==> src/rtl/tccu_pkg.sv <==
package tccu_pkg;

  // ==========================================================================
  // Register offsets (byte addresses on the plain register port)
  localparam logic [7:0] OFS_VALUE_LOW    = 8'h15;
  localparam logic [7:0] OFS_VALUE_HIGH   = 8'h16;
  localparam logic [7:0] OFS_CONTROL      = 8'h17;
  localparam logic [7:0] OFS_IRQ_FLAGS    = 8'h0C;
  localparam logic [7:0] OFS_IRQ_ENABLES  = 8'h8C;
  localparam logic [7:0] OFS_PORT_DIR     = 8'h87;
  localparam logic [7:0] OFS_PORT_LATCH   = 8'h07;

  // ==========================================================================
  // Field positions and reset values
  localparam int         UNIT_IRQ_BIT     = 2;
  localparam int         PIN_BIT          = 2;
  localparam logic [7:0] IRQ_FLAGS_RESET  = 8'h00;
  localparam logic [7:0] IRQ_EN_RESET     = 8'h00;
  localparam logic [7:0] CONTROL_RESET    = 8'h00;
  localparam logic [7:0] VALUE_RESET      = 8'h00;
  localparam logic [3:0] PRESCALE_RESET   = 4'h0;
  localparam logic [5:0] PORT_DIR_RESET   = 6'h3F;
  localparam logic [5:0] PORT_LATCH_RESET = 6'h00;
  localparam logic [3:0] PRESCALE_4       = 4'h3;
  localparam logic [3:0] PRESCALE_16      = 4'hF;

  // ==========================================================================
  // Mode field encodings
  localparam logic [3:0] MODE_OFF         = 4'h0;
  localparam logic [3:0] MODE_CAP_FALL    = 4'h4;
  localparam logic [3:0] MODE_CAP_RISE    = 4'h5;
  localparam logic [3:0] MODE_CAP_RISE4   = 4'h6;
  localparam logic [3:0] MODE_CAP_RISE16  = 4'h7;
  localparam logic [3:0] MODE_CMP_HIGH    = 4'h8;
  localparam logic [3:0] MODE_CMP_LOW     = 4'h9;
  localparam logic [3:0] MODE_CMP_IRQ     = 4'hA;
  localparam logic [3:0] MODE_CMP_EVENT   = 4'hB;

  typedef struct packed {
    logic [7:0] addr;
    logic [7:0] wdata;
    logic       wr;
    logic       rd;
  } tccu_bus_s;

  typedef enum logic [2:0] {
    TCCU_IDLE    = 3'b001,
    TCCU_CAPTURE = 3'b010,
    TCCU_COMPARE = 3'b100
  } tccu_state_e;

endpackage : tccu_pkg

==> src/rtl/tccu_unit.sv <==
// The strobed register port was left to the implementer.
`timescale 1ns/100ps

// ============================================================================
// Behaviour
// - Capture copies the full 16-bit timer count into the value register.
// - Mode field picks falling, rising, every 4th or 16th rising edge.
// - Each capture sets flag bit 2; only software clears it.
// - A later capture overwrites an unread captured value.
// - With pin as output, a latch write changing the pin can capture.
// - Changing capture mode may set the flag spuriously.
// - Prescaler counter held at zero when off or not capturing.
// - Switching between prescale settings keeps the prescaler count.
// - Compare mode checks value register against timer on each update.
// - On match the pin is driven high, low or left, per mode.
// - A match sets the unit flag on the next clock edge.
// - Writing zero to control forces compare latch low, apart from port.
module tccu_unit #(
  parameter int COUNT_WIDTH = 16
) (
  input  wire logic                   clock,
  input  wire logic                   resetn,
  input  wire logic [7:0]             addr,
  input  wire logic [7:0]             wdata,
  input  wire logic                   wr,
  input  wire logic                   rd,
  output logic      [7:0]             rdata,
  input  wire logic [COUNT_WIDTH-1:0] timer_count,
  input  wire logic                   timer_tick,
  input  wire logic                   pin_in,
  output logic                        pin_out,
  output logic                        pin_oe,
  output logic                        irq
);

  // ==========================================================================
  // Parameter check
  // The value register is two byte registers, so no other count width fits
  if (COUNT_WIDTH != 16) begin : g_width_check
    $error("count width must be 16");
  end

  // ==========================================================================
  // Register decode
  tccu_pkg::tccu_bus_s bus;
  assign bus = '{addr: addr, wdata: wdata, wr: wr, rd: rd};

  logic [7:0]  value_low;
  logic [7:0]  value_high;
  logic [7:0]  control;
  logic [7:0]  irq_flags;
  logic [7:0]  irq_enables;
  logic [5:0]  port_dir;
  logic [5:0]  port_latch;
  logic        cmp_latch;
  logic        sync_a;
  logic        sync_b;
  logic        pin_prev;
  logic [3:0]  prescale;

  wire wr_low   = bus.wr && bus.addr == tccu_pkg::OFS_VALUE_LOW;
  wire wr_high  = bus.wr && bus.addr == tccu_pkg::OFS_VALUE_HIGH;
  wire wr_ctrl  = bus.wr && bus.addr == tccu_pkg::OFS_CONTROL;
  wire wr_flags = bus.wr && bus.addr == tccu_pkg::OFS_IRQ_FLAGS;
  wire wr_en    = bus.wr && bus.addr == tccu_pkg::OFS_IRQ_ENABLES;
  wire wr_dir   = bus.wr && bus.addr == tccu_pkg::OFS_PORT_DIR;
  wire wr_latch = bus.wr && bus.addr == tccu_pkg::OFS_PORT_LATCH;

  wire [3:0] mode = control[3:0];
  wire is_capture = mode[3:2] == 2'b01;
  wire is_compare = mode[3:2] == 2'b10;
  tccu_pkg::tccu_state_e state;
  assign state = is_capture ? tccu_pkg::TCCU_CAPTURE :
                 is_compare ? tccu_pkg::TCCU_COMPARE : tccu_pkg::TCCU_IDLE;

  // ==========================================================================
  // Pin level seen by capture logic
  // As output, the pin carries the port latch outside compare mode, so a latch write is an edge
  wire pin_is_out  = !port_dir[tccu_pkg::PIN_BIT];
  wire pin_drive   = is_compare ? cmp_latch : port_latch[tccu_pkg::PIN_BIT];
  wire pin_level   = pin_is_out ? pin_drive : sync_b;
  wire rise        = pin_level && !pin_prev;
  wire fall        = !pin_level && pin_prev;

  // ==========================================================================
  // Capture event
  wire pre_wrap4   = prescale == tccu_pkg::PRESCALE_4;
  wire pre_wrap16  = prescale == tccu_pkg::PRESCALE_16;
  logic cap_event;
  always_comb begin
    unique case (mode)
      tccu_pkg::MODE_CAP_FALL:   cap_event = fall;
      tccu_pkg::MODE_CAP_RISE:   cap_event = rise;
      tccu_pkg::MODE_CAP_RISE4:  cap_event = rise && pre_wrap4;
      tccu_pkg::MODE_CAP_RISE16: cap_event = rise && pre_wrap16;
      default:                   cap_event = 1'b0;
    endcase
  end

  // Any new capture mode written while capturing counts as a possible false event
  // Turning the unit off first is the clean path, so only capture to capture flags
  wire mode_change = wr_ctrl && is_capture && bus.wdata[3:2] == 2'b01
                     && bus.wdata[3:0] != mode;

  logic [3:0] next_prescale;
  always_comb begin
    if (state != tccu_pkg::TCCU_CAPTURE) begin
      next_prescale = tccu_pkg::PRESCALE_RESET;
    end else if (cap_event) begin
      next_prescale = tccu_pkg::PRESCALE_RESET;
    end else if (rise) begin
      next_prescale = prescale + 4'h1;
    end else begin
      next_prescale = prescale;
    end
  end

  // ==========================================================================
  // Compare
  wire cmp_match = state == tccu_pkg::TCCU_COMPARE && timer_tick
                   && timer_count == {value_high, value_low};
  logic next_cmp_latch;
  always_comb begin
    next_cmp_latch = cmp_latch;
    if (cmp_match && mode == tccu_pkg::MODE_CMP_HIGH) begin
      next_cmp_latch = 1'b1;
    end
    if (cmp_match && mode == tccu_pkg::MODE_CMP_LOW) begin
      next_cmp_latch = 1'b0;
    end
    if (wr_ctrl && bus.wdata == 8'h00) begin
      next_cmp_latch = 1'b0;
    end
  end

  wire flag_set = cap_event || cmp_match || mode_change;

  // ==========================================================================
  // Registers
  always_ff @(posedge clock) begin
    if (!resetn) begin
      sync_a      <= 1'b0;
      sync_b      <= 1'b0;
      pin_prev    <= 1'b0;
      prescale    <= tccu_pkg::PRESCALE_RESET;
      control     <= tccu_pkg::CONTROL_RESET;
      cmp_latch   <= 1'b0;
      port_dir    <= tccu_pkg::PORT_DIR_RESET;
      port_latch  <= tccu_pkg::PORT_LATCH_RESET;
      irq_enables <= tccu_pkg::IRQ_EN_RESET;
    end else begin
      sync_a      <= pin_in;
      sync_b      <= sync_a;
      pin_prev    <= pin_level;
      prescale    <= next_prescale;
      cmp_latch   <= next_cmp_latch;
      if (wr_ctrl) control <= {2'b00, bus.wdata[5:0]};
      if (wr_dir) port_dir <= bus.wdata[5:0];
      if (wr_latch) port_latch <= bus.wdata[5:0];
      if (wr_en) irq_enables <= bus.wdata;
    end
  end

  // Capture beats a software write in the same cycle so no sample is lost
  always_ff @(posedge clock) begin
    if (!resetn) begin
      value_low  <= tccu_pkg::VALUE_RESET;
      value_high <= tccu_pkg::VALUE_RESET;
    end else if (cap_event) begin
      value_low  <= timer_count[7:0];
      value_high <= timer_count[15:8];
    end else begin
      if (wr_low) value_low <= bus.wdata;
      if (wr_high) value_high <= bus.wdata;
    end
  end

  // Flags clear by writing one; a set in the same cycle wins
  logic [7:0] flag_set_vec;
  always_comb begin
    flag_set_vec = 8'h00;
    flag_set_vec[tccu_pkg::UNIT_IRQ_BIT] = flag_set;
  end
  wire [7:0] flag_clr = wr_flags ? bus.wdata : 8'h00;

  always_ff @(posedge clock) begin
    if (!resetn) begin
      irq_flags <= tccu_pkg::IRQ_FLAGS_RESET;
    end else begin
      irq_flags <= (irq_flags & ~flag_clr) | flag_set_vec;
    end
  end

  // ==========================================================================
  // Outputs
  logic [7:0] read_mux;
  always_comb begin
    unique case (bus.addr)
      tccu_pkg::OFS_VALUE_LOW:   read_mux = value_low;
      tccu_pkg::OFS_VALUE_HIGH:  read_mux = value_high;
      tccu_pkg::OFS_CONTROL:     read_mux = control;
      tccu_pkg::OFS_IRQ_FLAGS:   read_mux = irq_flags;
      tccu_pkg::OFS_IRQ_ENABLES: read_mux = irq_enables;
      tccu_pkg::OFS_PORT_DIR:    read_mux = {2'b00, port_dir};
      tccu_pkg::OFS_PORT_LATCH:  read_mux = {2'b00, port_latch};
      default:                   read_mux = 8'h00;
    endcase
  end

  wire [7:0] next_flags = (irq_flags & ~flag_clr) | flag_set_vec;
  wire next_irq = |(next_flags & (wr_en ? bus.wdata : irq_enables));

  always_ff @(posedge clock) begin
    if (!resetn) begin
      rdata   <= 8'h00;
      pin_out <= 1'b0;
      pin_oe  <= 1'b0;
      irq     <= 1'b0;
    end else begin
      rdata   <= bus.rd ? read_mux : 8'h00;
      pin_out <= pin_drive;
      pin_oe  <= pin_is_out;
      irq     <= next_irq;
    end
  end

  // ==========================================================================
  // Checks
  // Capture side: the copy, the flag and the edge choice
  a_capture_copies: assert property (@(posedge clock) disable iff (!resetn)
    cap_event |=> {value_high, value_low} == $past(timer_count))
    else $error("capture did not copy timer");
  a_flag_on_capture: assert property (@(posedge clock) disable iff (!resetn)
    cap_event |=> irq_flags[tccu_pkg::UNIT_IRQ_BIT])
    else $error("capture flag not set");
  // Only a write to the flag register may take the flag down
  a_flag_sticky: assert property (@(posedge clock) disable iff (!resetn)
    irq_flags[tccu_pkg::UNIT_IRQ_BIT] && !wr_flags |=> irq_flags[tccu_pkg::UNIT_IRQ_BIT])
    else $error("flag dropped without a clear");
  a_irq_level: assert property (@(posedge clock) disable iff (!resetn)
    irq == |(irq_flags & irq_enables))
    else $error("interrupt does not follow the flags");
  a_fall_capture: assert property (@(posedge clock) disable iff (!resetn)
    mode == tccu_pkg::MODE_CAP_FALL && fall |-> cap_event)
    else $error("falling edge not captured");
  a_rise_capture: assert property (@(posedge clock) disable iff (!resetn)
    mode == tccu_pkg::MODE_CAP_RISE && rise |-> cap_event)
    else $error("rising edge not captured");
  a_rise4_count: assert property (@(posedge clock) disable iff (!resetn)
    mode == tccu_pkg::MODE_CAP_RISE4 && rise && prescale != tccu_pkg::PRESCALE_4
    |-> !cap_event)
    else $error("early capture in divide by four");
  a_rise16_count: assert property (@(posedge clock) disable iff (!resetn)
    mode == tccu_pkg::MODE_CAP_RISE16 && rise && prescale != tccu_pkg::PRESCALE_16
    |-> !cap_event)
    else $error("early capture in divide by sixteen");
  // A latch write that lifts a driven pin must look like an outside edge
  a_port_edge: assert property (@(posedge clock) disable iff (!resetn)
    mode == tccu_pkg::MODE_CAP_RISE && pin_is_out && !wr_ctrl && !wr_dir && wr_latch
    && bus.wdata[tccu_pkg::PIN_BIT] && !port_latch[tccu_pkg::PIN_BIT] |=> cap_event)
    else $error("port write did not capture");
  a_sync_path: assert property (@(posedge clock) disable iff (!resetn)
    !pin_is_out |-> pin_level == $past(pin_in, 2))
    else $error("pin not synchronised");

  // ==========================================================================
  // Checks on the prescaler and the mode switch flag
  a_prescale_zero: assert property (@(posedge clock) disable iff (!resetn)
    !is_capture |=> prescale == tccu_pkg::PRESCALE_RESET)
    else $error("prescaler not cleared");
  a_prescale_keep: assert property (@(posedge clock) disable iff (!resetn)
    mode_change && !rise && !fall |=> prescale == $past(prescale))
    else $error("prescaler lost on mode switch");
  a_spurious_flag: assert property (@(posedge clock) disable iff (!resetn)
    mode_change |=> irq_flags[tccu_pkg::UNIT_IRQ_BIT])
    else $error("mode switch flag not set");

  // ==========================================================================
  // Checks on compare
  a_compare_flag: assert property (@(posedge clock) disable iff (!resetn)
    cmp_match |=> irq_flags[tccu_pkg::UNIT_IRQ_BIT])
    else $error("compare flag not set");
  a_tick_gates_compare: assert property (@(posedge clock) disable iff (!resetn)
    is_compare && !timer_tick && !wr_ctrl |=> cmp_latch == $past(cmp_latch))
    else $error("compare acted without a timer update");
  a_compare_high: assert property (@(posedge clock) disable iff (!resetn)
    cmp_match && mode == tccu_pkg::MODE_CMP_HIGH && !wr_ctrl |=> cmp_latch)
    else $error("compare did not drive high");
  a_compare_low: assert property (@(posedge clock) disable iff (!resetn)
    cmp_match && mode == tccu_pkg::MODE_CMP_LOW && !wr_ctrl |=> !cmp_latch)
    else $error("compare did not drive low");
  a_compare_keep: assert property (@(posedge clock) disable iff (!resetn)
    cmp_match && (mode == tccu_pkg::MODE_CMP_IRQ || mode == tccu_pkg::MODE_CMP_EVENT)
    && !wr_ctrl |=> cmp_latch == $past(cmp_latch))
    else $error("flag only compare moved the pin");
  a_compare_pin: assert property (@(posedge clock) disable iff (!resetn)
    is_compare |=> pin_out == $past(cmp_latch))
    else $error("pin does not show compare latch");
  a_zero_ctrl_low: assert property (@(posedge clock) disable iff (!resetn)
    wr_ctrl && bus.wdata == 8'h00 |=> !cmp_latch)
    else $error("compare latch not forced low");
  a_latch_apart: assert property (@(posedge clock) disable iff (!resetn)
    is_compare && wr_latch && !cmp_match && !wr_ctrl |=> cmp_latch == $past(cmp_latch))
    else $error("port write moved compare latch");

endmodule : tccu_unit

==> config.mk <==
export PLATFORM = sky130hd
export DESIGN_NAME = tccu_unit
export DESIGN_NICKNAME = d
export VERILOG_FILES = /design/src/rtl/tccu_pkg.sv /design/src/rtl/tccu_unit.sv
export SDC_FILE = /design/constraint.sdc
export NUM_CORES = 1
export LEC_CHECK = 0
export BUFFER_PORTS_ARGS = -buffer_cell sky130_fd_sc_hd__buf_2
export CAP_MARGIN = 20
export CORE_MARGIN = 2
export CORE_UTILIZATION = 58
export CTS_BUF_LIST = sky130_fd_sc_hd__clkbuf_4 sky130_fd_sc_hd__clkbuf_8
export CTS_CLUSTER_DIAMETER = 50
export DETAILED_ROUTE_END_ITERATION = 7
export PLACE_DENSITY = 0.8
export SETUP_SLACK_MARGIN = 0.1
export SYNTH_ARGS = -nofsm -noshare
export SYNTH_HDL_FRONTEND = slang
export SYNTH_SLANG_ARGS = --single-unit
==> constraint.sdc <==
create_clock -name clock -period 4.1 [get_ports clock]
set_clock_uncertainty 0.1 [all_clocks]
set_input_delay 0.82 -clock clock [delete_from_list [all_inputs] [get_ports clock]]
set_output_delay 0.82 -clock clock [all_outputs]
set_load 0.05 [all_outputs]
==> After elaboration in Yosys (flattened, before gate mapping) <==
Cells that the tools add are included.
Widths: inputs -> output; s select.
{ "op_classes": {"eq_ne": 22, "n_bitwise": 5, "reduce_logical": 31, "muxes": 12, "addsub": 1} }
{ "op_table": {"columns": ["op", "count"], "rows": [
  ["$pmux 8 s7", 1],
  ["$mux 8", 6],
  ["$eq 8x5->1 const B", 3],
  ["$logic_and 1x1->1", 19],
  ["$and 8x8->8", 2],
  ["$eq 16x16->1", 1],
  ["$eq 4x3->1 const B", 4],
  ["$eq 8x8->1 const B", 2],
  ["$eq 4x4->1 const B", 3],
  ["$eq 8x3->1 const B", 1],
  ["$eq 8x4->1 const B", 1],
  ["$logic_not 8->1", 1],
  ["$not 8->8", 1],
  ["$or 8x3->8", 1],
  ["$reduce_or 8->1", 1],
  ["$mux 3", 2],
  ["$reduce_or 3->1", 2],
  ["$add 4x1->4 const B", 1],
  ["$eq 2x1->1 const B", 2],
  ["$eq 4x2->1 const B", 1],
  ["$ne 4x4->1", 1],
  ["$pmux 1 s4", 1],
  ["$reduce_bool 2->1", 2],
  ["$eq 3x3->1 const B", 1],
  ["7 further kinds", 11]
]} }
{ "totals": {"out_inout_bits": 11, "register_bits": 69, "word_cells": 87, "in_bits": 38} }

==> Logic depth before layout (Yosys ltp) <==
{ "depth": {"depth_word": 11, "ltp_mapped": 8, "depth_no_buf": 7} }

==> Worst setup path after synthesis <==
OpenSTA, ideal clock, no wires.
{ "synth_timing": {"kind": "input to register", "startpoint": "in addr[5]", "endpoint": "reg value_low[6]", "required_ps": 3855, "path_buffers": 1, "slack_ps": 1830, "setup_ps": 145, "path_stages": 7, "arrival_time_ps": 2025, "path_cell_list": "nor3b_2 and4b_1 buf_4 nand2_4 nor2_8 mux2i_1 a211oi_2"} }
{ "synth_between": {"elab_chain_len": 3} }
{ "synth_rtl": {"columns": ["element", "line", "source"], "rows": [
  ["from (decl)", "tccu_unit.sv:23", "input wire logic [7:0] addr,"],
  ["$eq 8x5->1", "tccu_unit.sv:61", "wire wr_low = bus.wr && bus.addr == tccu_pkg::OFS_VALUE_LOW;"],
  ["$logic_and 1x1->1", "tccu_unit.sv:61", null],
  ["$reduce_bool 2->1 (no source line)", null, null],
  ["to (signal assigned)", "tccu_unit.sv:167", "value_low <= tccu_pkg::VALUE_RESET;"],
  ["to (signal assigned)", "tccu_unit.sv:170", "value_low <= timer_count[7:0];"],
  ["to (signal assigned)", "tccu_unit.sv:173", "if (wr_low) value_low <= bus.wdata;"],
  ["to (decl)", "tccu_unit.sv:48", "logic [7:0] value_low;"]
]} }
No other way between the ends.
A chain may end at the register's enable or synchronous reset.

==> Final worst setup path <==
{ "layout_timing": {"startpoint": "reg prescale[0]", "endpoint": "reg irq"} }
{ "layout_between": {"elab_chain_len": 8, "word_cells_on_any_way": 10, "classes_between": "eq/ne (2); mux (1); bitwise (2); reduce/logical (5)"} }
{ "layout_rtl": {"columns": ["element", "line", "source"], "rows": [
  ["from (decl)", "tccu_unit.sv:59", "logic [3:0] prescale;"],
  ["from (signal assigned)", "tccu_unit.sv:145", "prescale <= tccu_pkg::PRESCALE_RESET;"],
  ["from (signal assigned)", "tccu_unit.sv:155", "prescale <= next_prescale;"],
  ["$eq 4x4->1 / $eq 4x2->1 (equally long branches)", "tccu_unit.sv:88, tccu_unit.sv:87", null],
  ["$logic_and 1x1->1 (on tied branches)", "tccu_unit.sv:95, tccu_unit.sv:94", null],
  ["$pmux 1 s4 *", "tccu_unit.sv:91", "unique case (mode)"],
  ["$logic_or 1x1->1 * (2 in a row)", "tccu_unit.sv:136", "wire flag_set = cap_event || cmp_match || mode_change;"],
  ["$or 8x3->8 *", "tccu_unit.sv:210", "wire [7:0] next_flags = (irq_flags & ~flag_clr) | flag_set_vec;"],
  ["$and 8x8->8 *", "tccu_unit.sv:211", "wire next_irq = |(next_flags & (wr_en ? bus.wdata : irq_enables));"],
  ["$reduce_or 8->1 *", "tccu_unit.sv:211", null],
  ["to (signal assigned)", "tccu_unit.sv:223", "irq <= next_irq;"],
  ["to (decl)", "tccu_unit.sv:33", "output logic irq"]
]} }
Every way passes the cells marked *; elsewhere a longest branch is shown, timed or not.

==> reports/metrics.cfg <==
[status]
status=finished clean

[clocking]
tritoncts=done
clock_pin_slew_reported_for_the_worst_setup_and_hold_paths_after_clock_tree_synthesis_ns=0.07
post_cts_hold_buffer_count=0
inserted_clock_buffers=9
tritoncts_num_sinks=69
worst_skew_pair.late_latency_ns=0.35
cts-root-buf=sky130_fd_sc_hd__clkbuf_8
cts-root-to-sink-buffers=2
htreeDepth=3
cts_resized=0
cts.repair_timing.setup_buffer_count=0

[detailed_routing]
drtPass1Iterations=5
drc=0
dr_total_vias=3084
wl_per_cell_um=17.9
avgViaCountPerCell=6.12
final_antenna_net_count=0
drt_first_iter_violations=275
drt_wl_total_um=9000

[placement]
placement.io_buffers=48
preCtsSetupSlack_ns=1.25
placed_area_um2=3870
gp_routability_congestion=0.863
dpl.hpwl_um=6200

[cells_and_area]
multi_input_comb_area_um2=2130
regArea_um2=1380
areaGrowthSynthToFinish_pct=11.6
antennaDiodeCount=0
n_fill_cell=507
postLayoutCellArea_um2=4090
post_route_cells_drive_above_1_share_pct=23.1
finish.utilization_pct=67.8
nets=463

[floorplanning]
floorplan.die.width_um=83.5
die-area_um2=6960
core_um2=6030
chipHeight_um=83.5
std_cell_rows=28
io-pin-count=49
floorplan.initialDensity_pct=60.8

[global_route]
groute.layer.met1.usage_pct=36.9
grt_start_max_net_pins=34
number_of_antenna_violations_at_the_first_check_in_global_routing=0
track_usage_pct=27.0
globalRoute.totalOverflow=0
globalRouteMet3Util_pct=5.14
first_pass_grt_wire_length_um=15100
globalRouteMet2Util_pct=42.4
gr-max-usage-layer=met2
vias_in_the_first_global_route=2977

[timing]
setup-tns-final_ns=0
timing.fmax_ghz=0.378
final_worst_setup_slack_ns=1.45
worst_slew_margin_rel_pct=32.6
final_min_period_over_clock_period_pct=64.5
finalSetupViolCount=0
timing_hold_violations_final=0
timing.final.max_slew_violations=0
post_layout_minimum_cycle_time_ns=2.65
setup_repair_after_global_routing_missed_its_margin=false
worst_pin_slew_ns=1.01

[logic_synthesis]
syn-mean-instance-area_um2=9.41
synth_adder_area_share_pct=0.342
synth-seq-area-share_pct=37.7
synth-compound-area-share_pct=16.7
synthDominantAreaCellType=sky130_fd_sc_hd__dfxtp_1
yosys-mux-area-fraction_pct=15.2
post_synth_xor_area_fraction_pct=5.98
synth.net_count=428
ys.warnings.count=0
post_synthesis_simple_gate_area_fraction_pct=20.0
ys_top_cells_by_count=sky130_fd_sc_hd__dfxtp_1, sky130_fd_sc_hd__nor2_1, sky130_fd_sc_hd__mux2i_1
yosys.cell_count.top_type=sky130_fd_sc_hd__dfxtp_1
ff_latch_count_synth=69
synth.area.top_cells=sky130_fd_sc_hd__dfxtp_1, sky130_fd_sc_hd__mux2i_1, sky130_fd_sc_hd__nor2_1
synth_top_family_by_area=simple AND/OR/NAND/NOR gates
main_flop_type_after_synthesis=sky130_fd_sc_hd__dfxtp_1
synthArstFlopShare_pct=0
synth_enable_flop_cells=0
yosysUniqueCellTypes=58
synthesis.area_um2=3660
synth_top_cell_area_share_pct=37.7
postSynthCellCount=389

[worst_setup_path]
critPathRequiredTime_ns=4.23
critical_path_arrival_ns=2.77
slowest_delay_ns=0.79
worst_setup_path_class=register to register
path_cells=ha_1, and3_2, o21ai_1, a2111oi_4, o21ai_4, nor3b_1, o31ai_2
critPathSlowestCell=sky130_fd_sc_hd__o21ai_4
worstSetupStartpointType=register
critical_path.endpoint_type=register
worst-path-max-fanout=33

[run]
cap_violations=0

[worst_hold_path]
worstHoldPathType=register to register

[power]
powerDensity_nw_per_um2=335
power.leakage_uw=0.00177
ir_worst_vdd_uv=345
power_uw=1370

-- cell usage in the layout (no fill, tap or decap), types with 3 or more instances in the layout --
cell and n:
sky130_fd_sc_hd__dfxtp_1 69, sky130_fd_sc_hd__a311oi_2 8, sky130_fd_sc_hd__inv_1 3, sky130_fd_sc_hd__o22ai_1 7, sky130_fd_sc_hd__xor2_1 23, sky130_fd_sc_hd__nand4_1 4, sky130_fd_sc_hd__clkbuf_8 9, sky130_fd_sc_hd__nand4b_1 3
sky130_fd_sc_hd__nand2_1 36, sky130_fd_sc_hd__a211oi_2 8, sky130_fd_sc_hd__a221oi_1 6, sky130_fd_sc_hd__mux2i_1 49, sky130_fd_sc_hd__a222oi_1 3, sky130_fd_sc_hd__nor2b_1 5, sky130_fd_sc_hd__nor4_1 4, sky130_fd_sc_hd__mux2_2 6
sky130_fd_sc_hd__nor3_1 4, sky130_fd_sc_hd__clkinv_2 3, sky130_fd_sc_hd__a21oi_1 15, sky130_fd_sc_hd__nand3_1 14, sky130_fd_sc_hd__nor2_1 54, sky130_fd_sc_hd__buf_2 48
-- worst paths after layout --
check,from,endpoint,slack [ns],depth (start not counted)
max,prescale[0],irq,1.45,7
min,sync_a,sync_b,0.33,1
min reg2reg,sync_a,sync_b,0.33,1
max reg2reg,prescale[0],irq,1.45,7
-- cell families after synthesis --
| group | after synthesis |
|---|---|
| AOI/OAI and AO/OA | 66 |
| xor gates and xnor gates | 25 |
| adders and majority gates | 1 |
| buffers and inverters | 29 |
| DFF | 69 |
| muxes | 55 |
| and+or+nand+nor | 144 |
-- cell type report --
type | count | share of cell area [%]
sequential | 69 | 33.8
multi-input combinational | 291 | 52.1
clock inverter | 5 | 1.84
inverter | 3 | 0.276
tap | 75 | 2.30
clock buffer | 11 | 3.40
timing repair buffer | 50 | 6.25
-- metal layers --
layer | vias to the layer above | wire [um]
li1 | 1469 | -
met1 | 1466 | 3980
met2 | 128 | 4160
met3 | 21 | 619
met4 | 0 | 240
met5 | - | 0
-- metrics by stage --
step                instances  hold slack (ns)
detailed placement        488            0.319
floorplan                 389            0.312
CTS                       504            0.336
global route              504            0.384
global placement          488            0.316
finish                    504            0.332
-- worst max-delay path, delay by kind of cell, from the launching register on --
family / cells / cell delay, ns
and+or+nand+nor: 2 / 0.61
adders and majority gates: 1 / 0.23
AOI/OAI and AO/OA: 4 / 1.22
DFF: 1 / 0.35
-- report_power, final --
group / internal [uW] / switching (uW)
Clock: 353 / 252
Combinational: 32.5 / 60.6
Sequential: 672 / 1.02
-- registers in the layout, summed over array words and instances (netlist names), 4 cells and up --
signal	count
control	6
irq_enables	8
irq_flags	8
port_dir	6
port_latch	6
prescale	4
rdata	8
value_high	8
value_low	8
No activity file was read; power rests on OpenSTA's default activity.
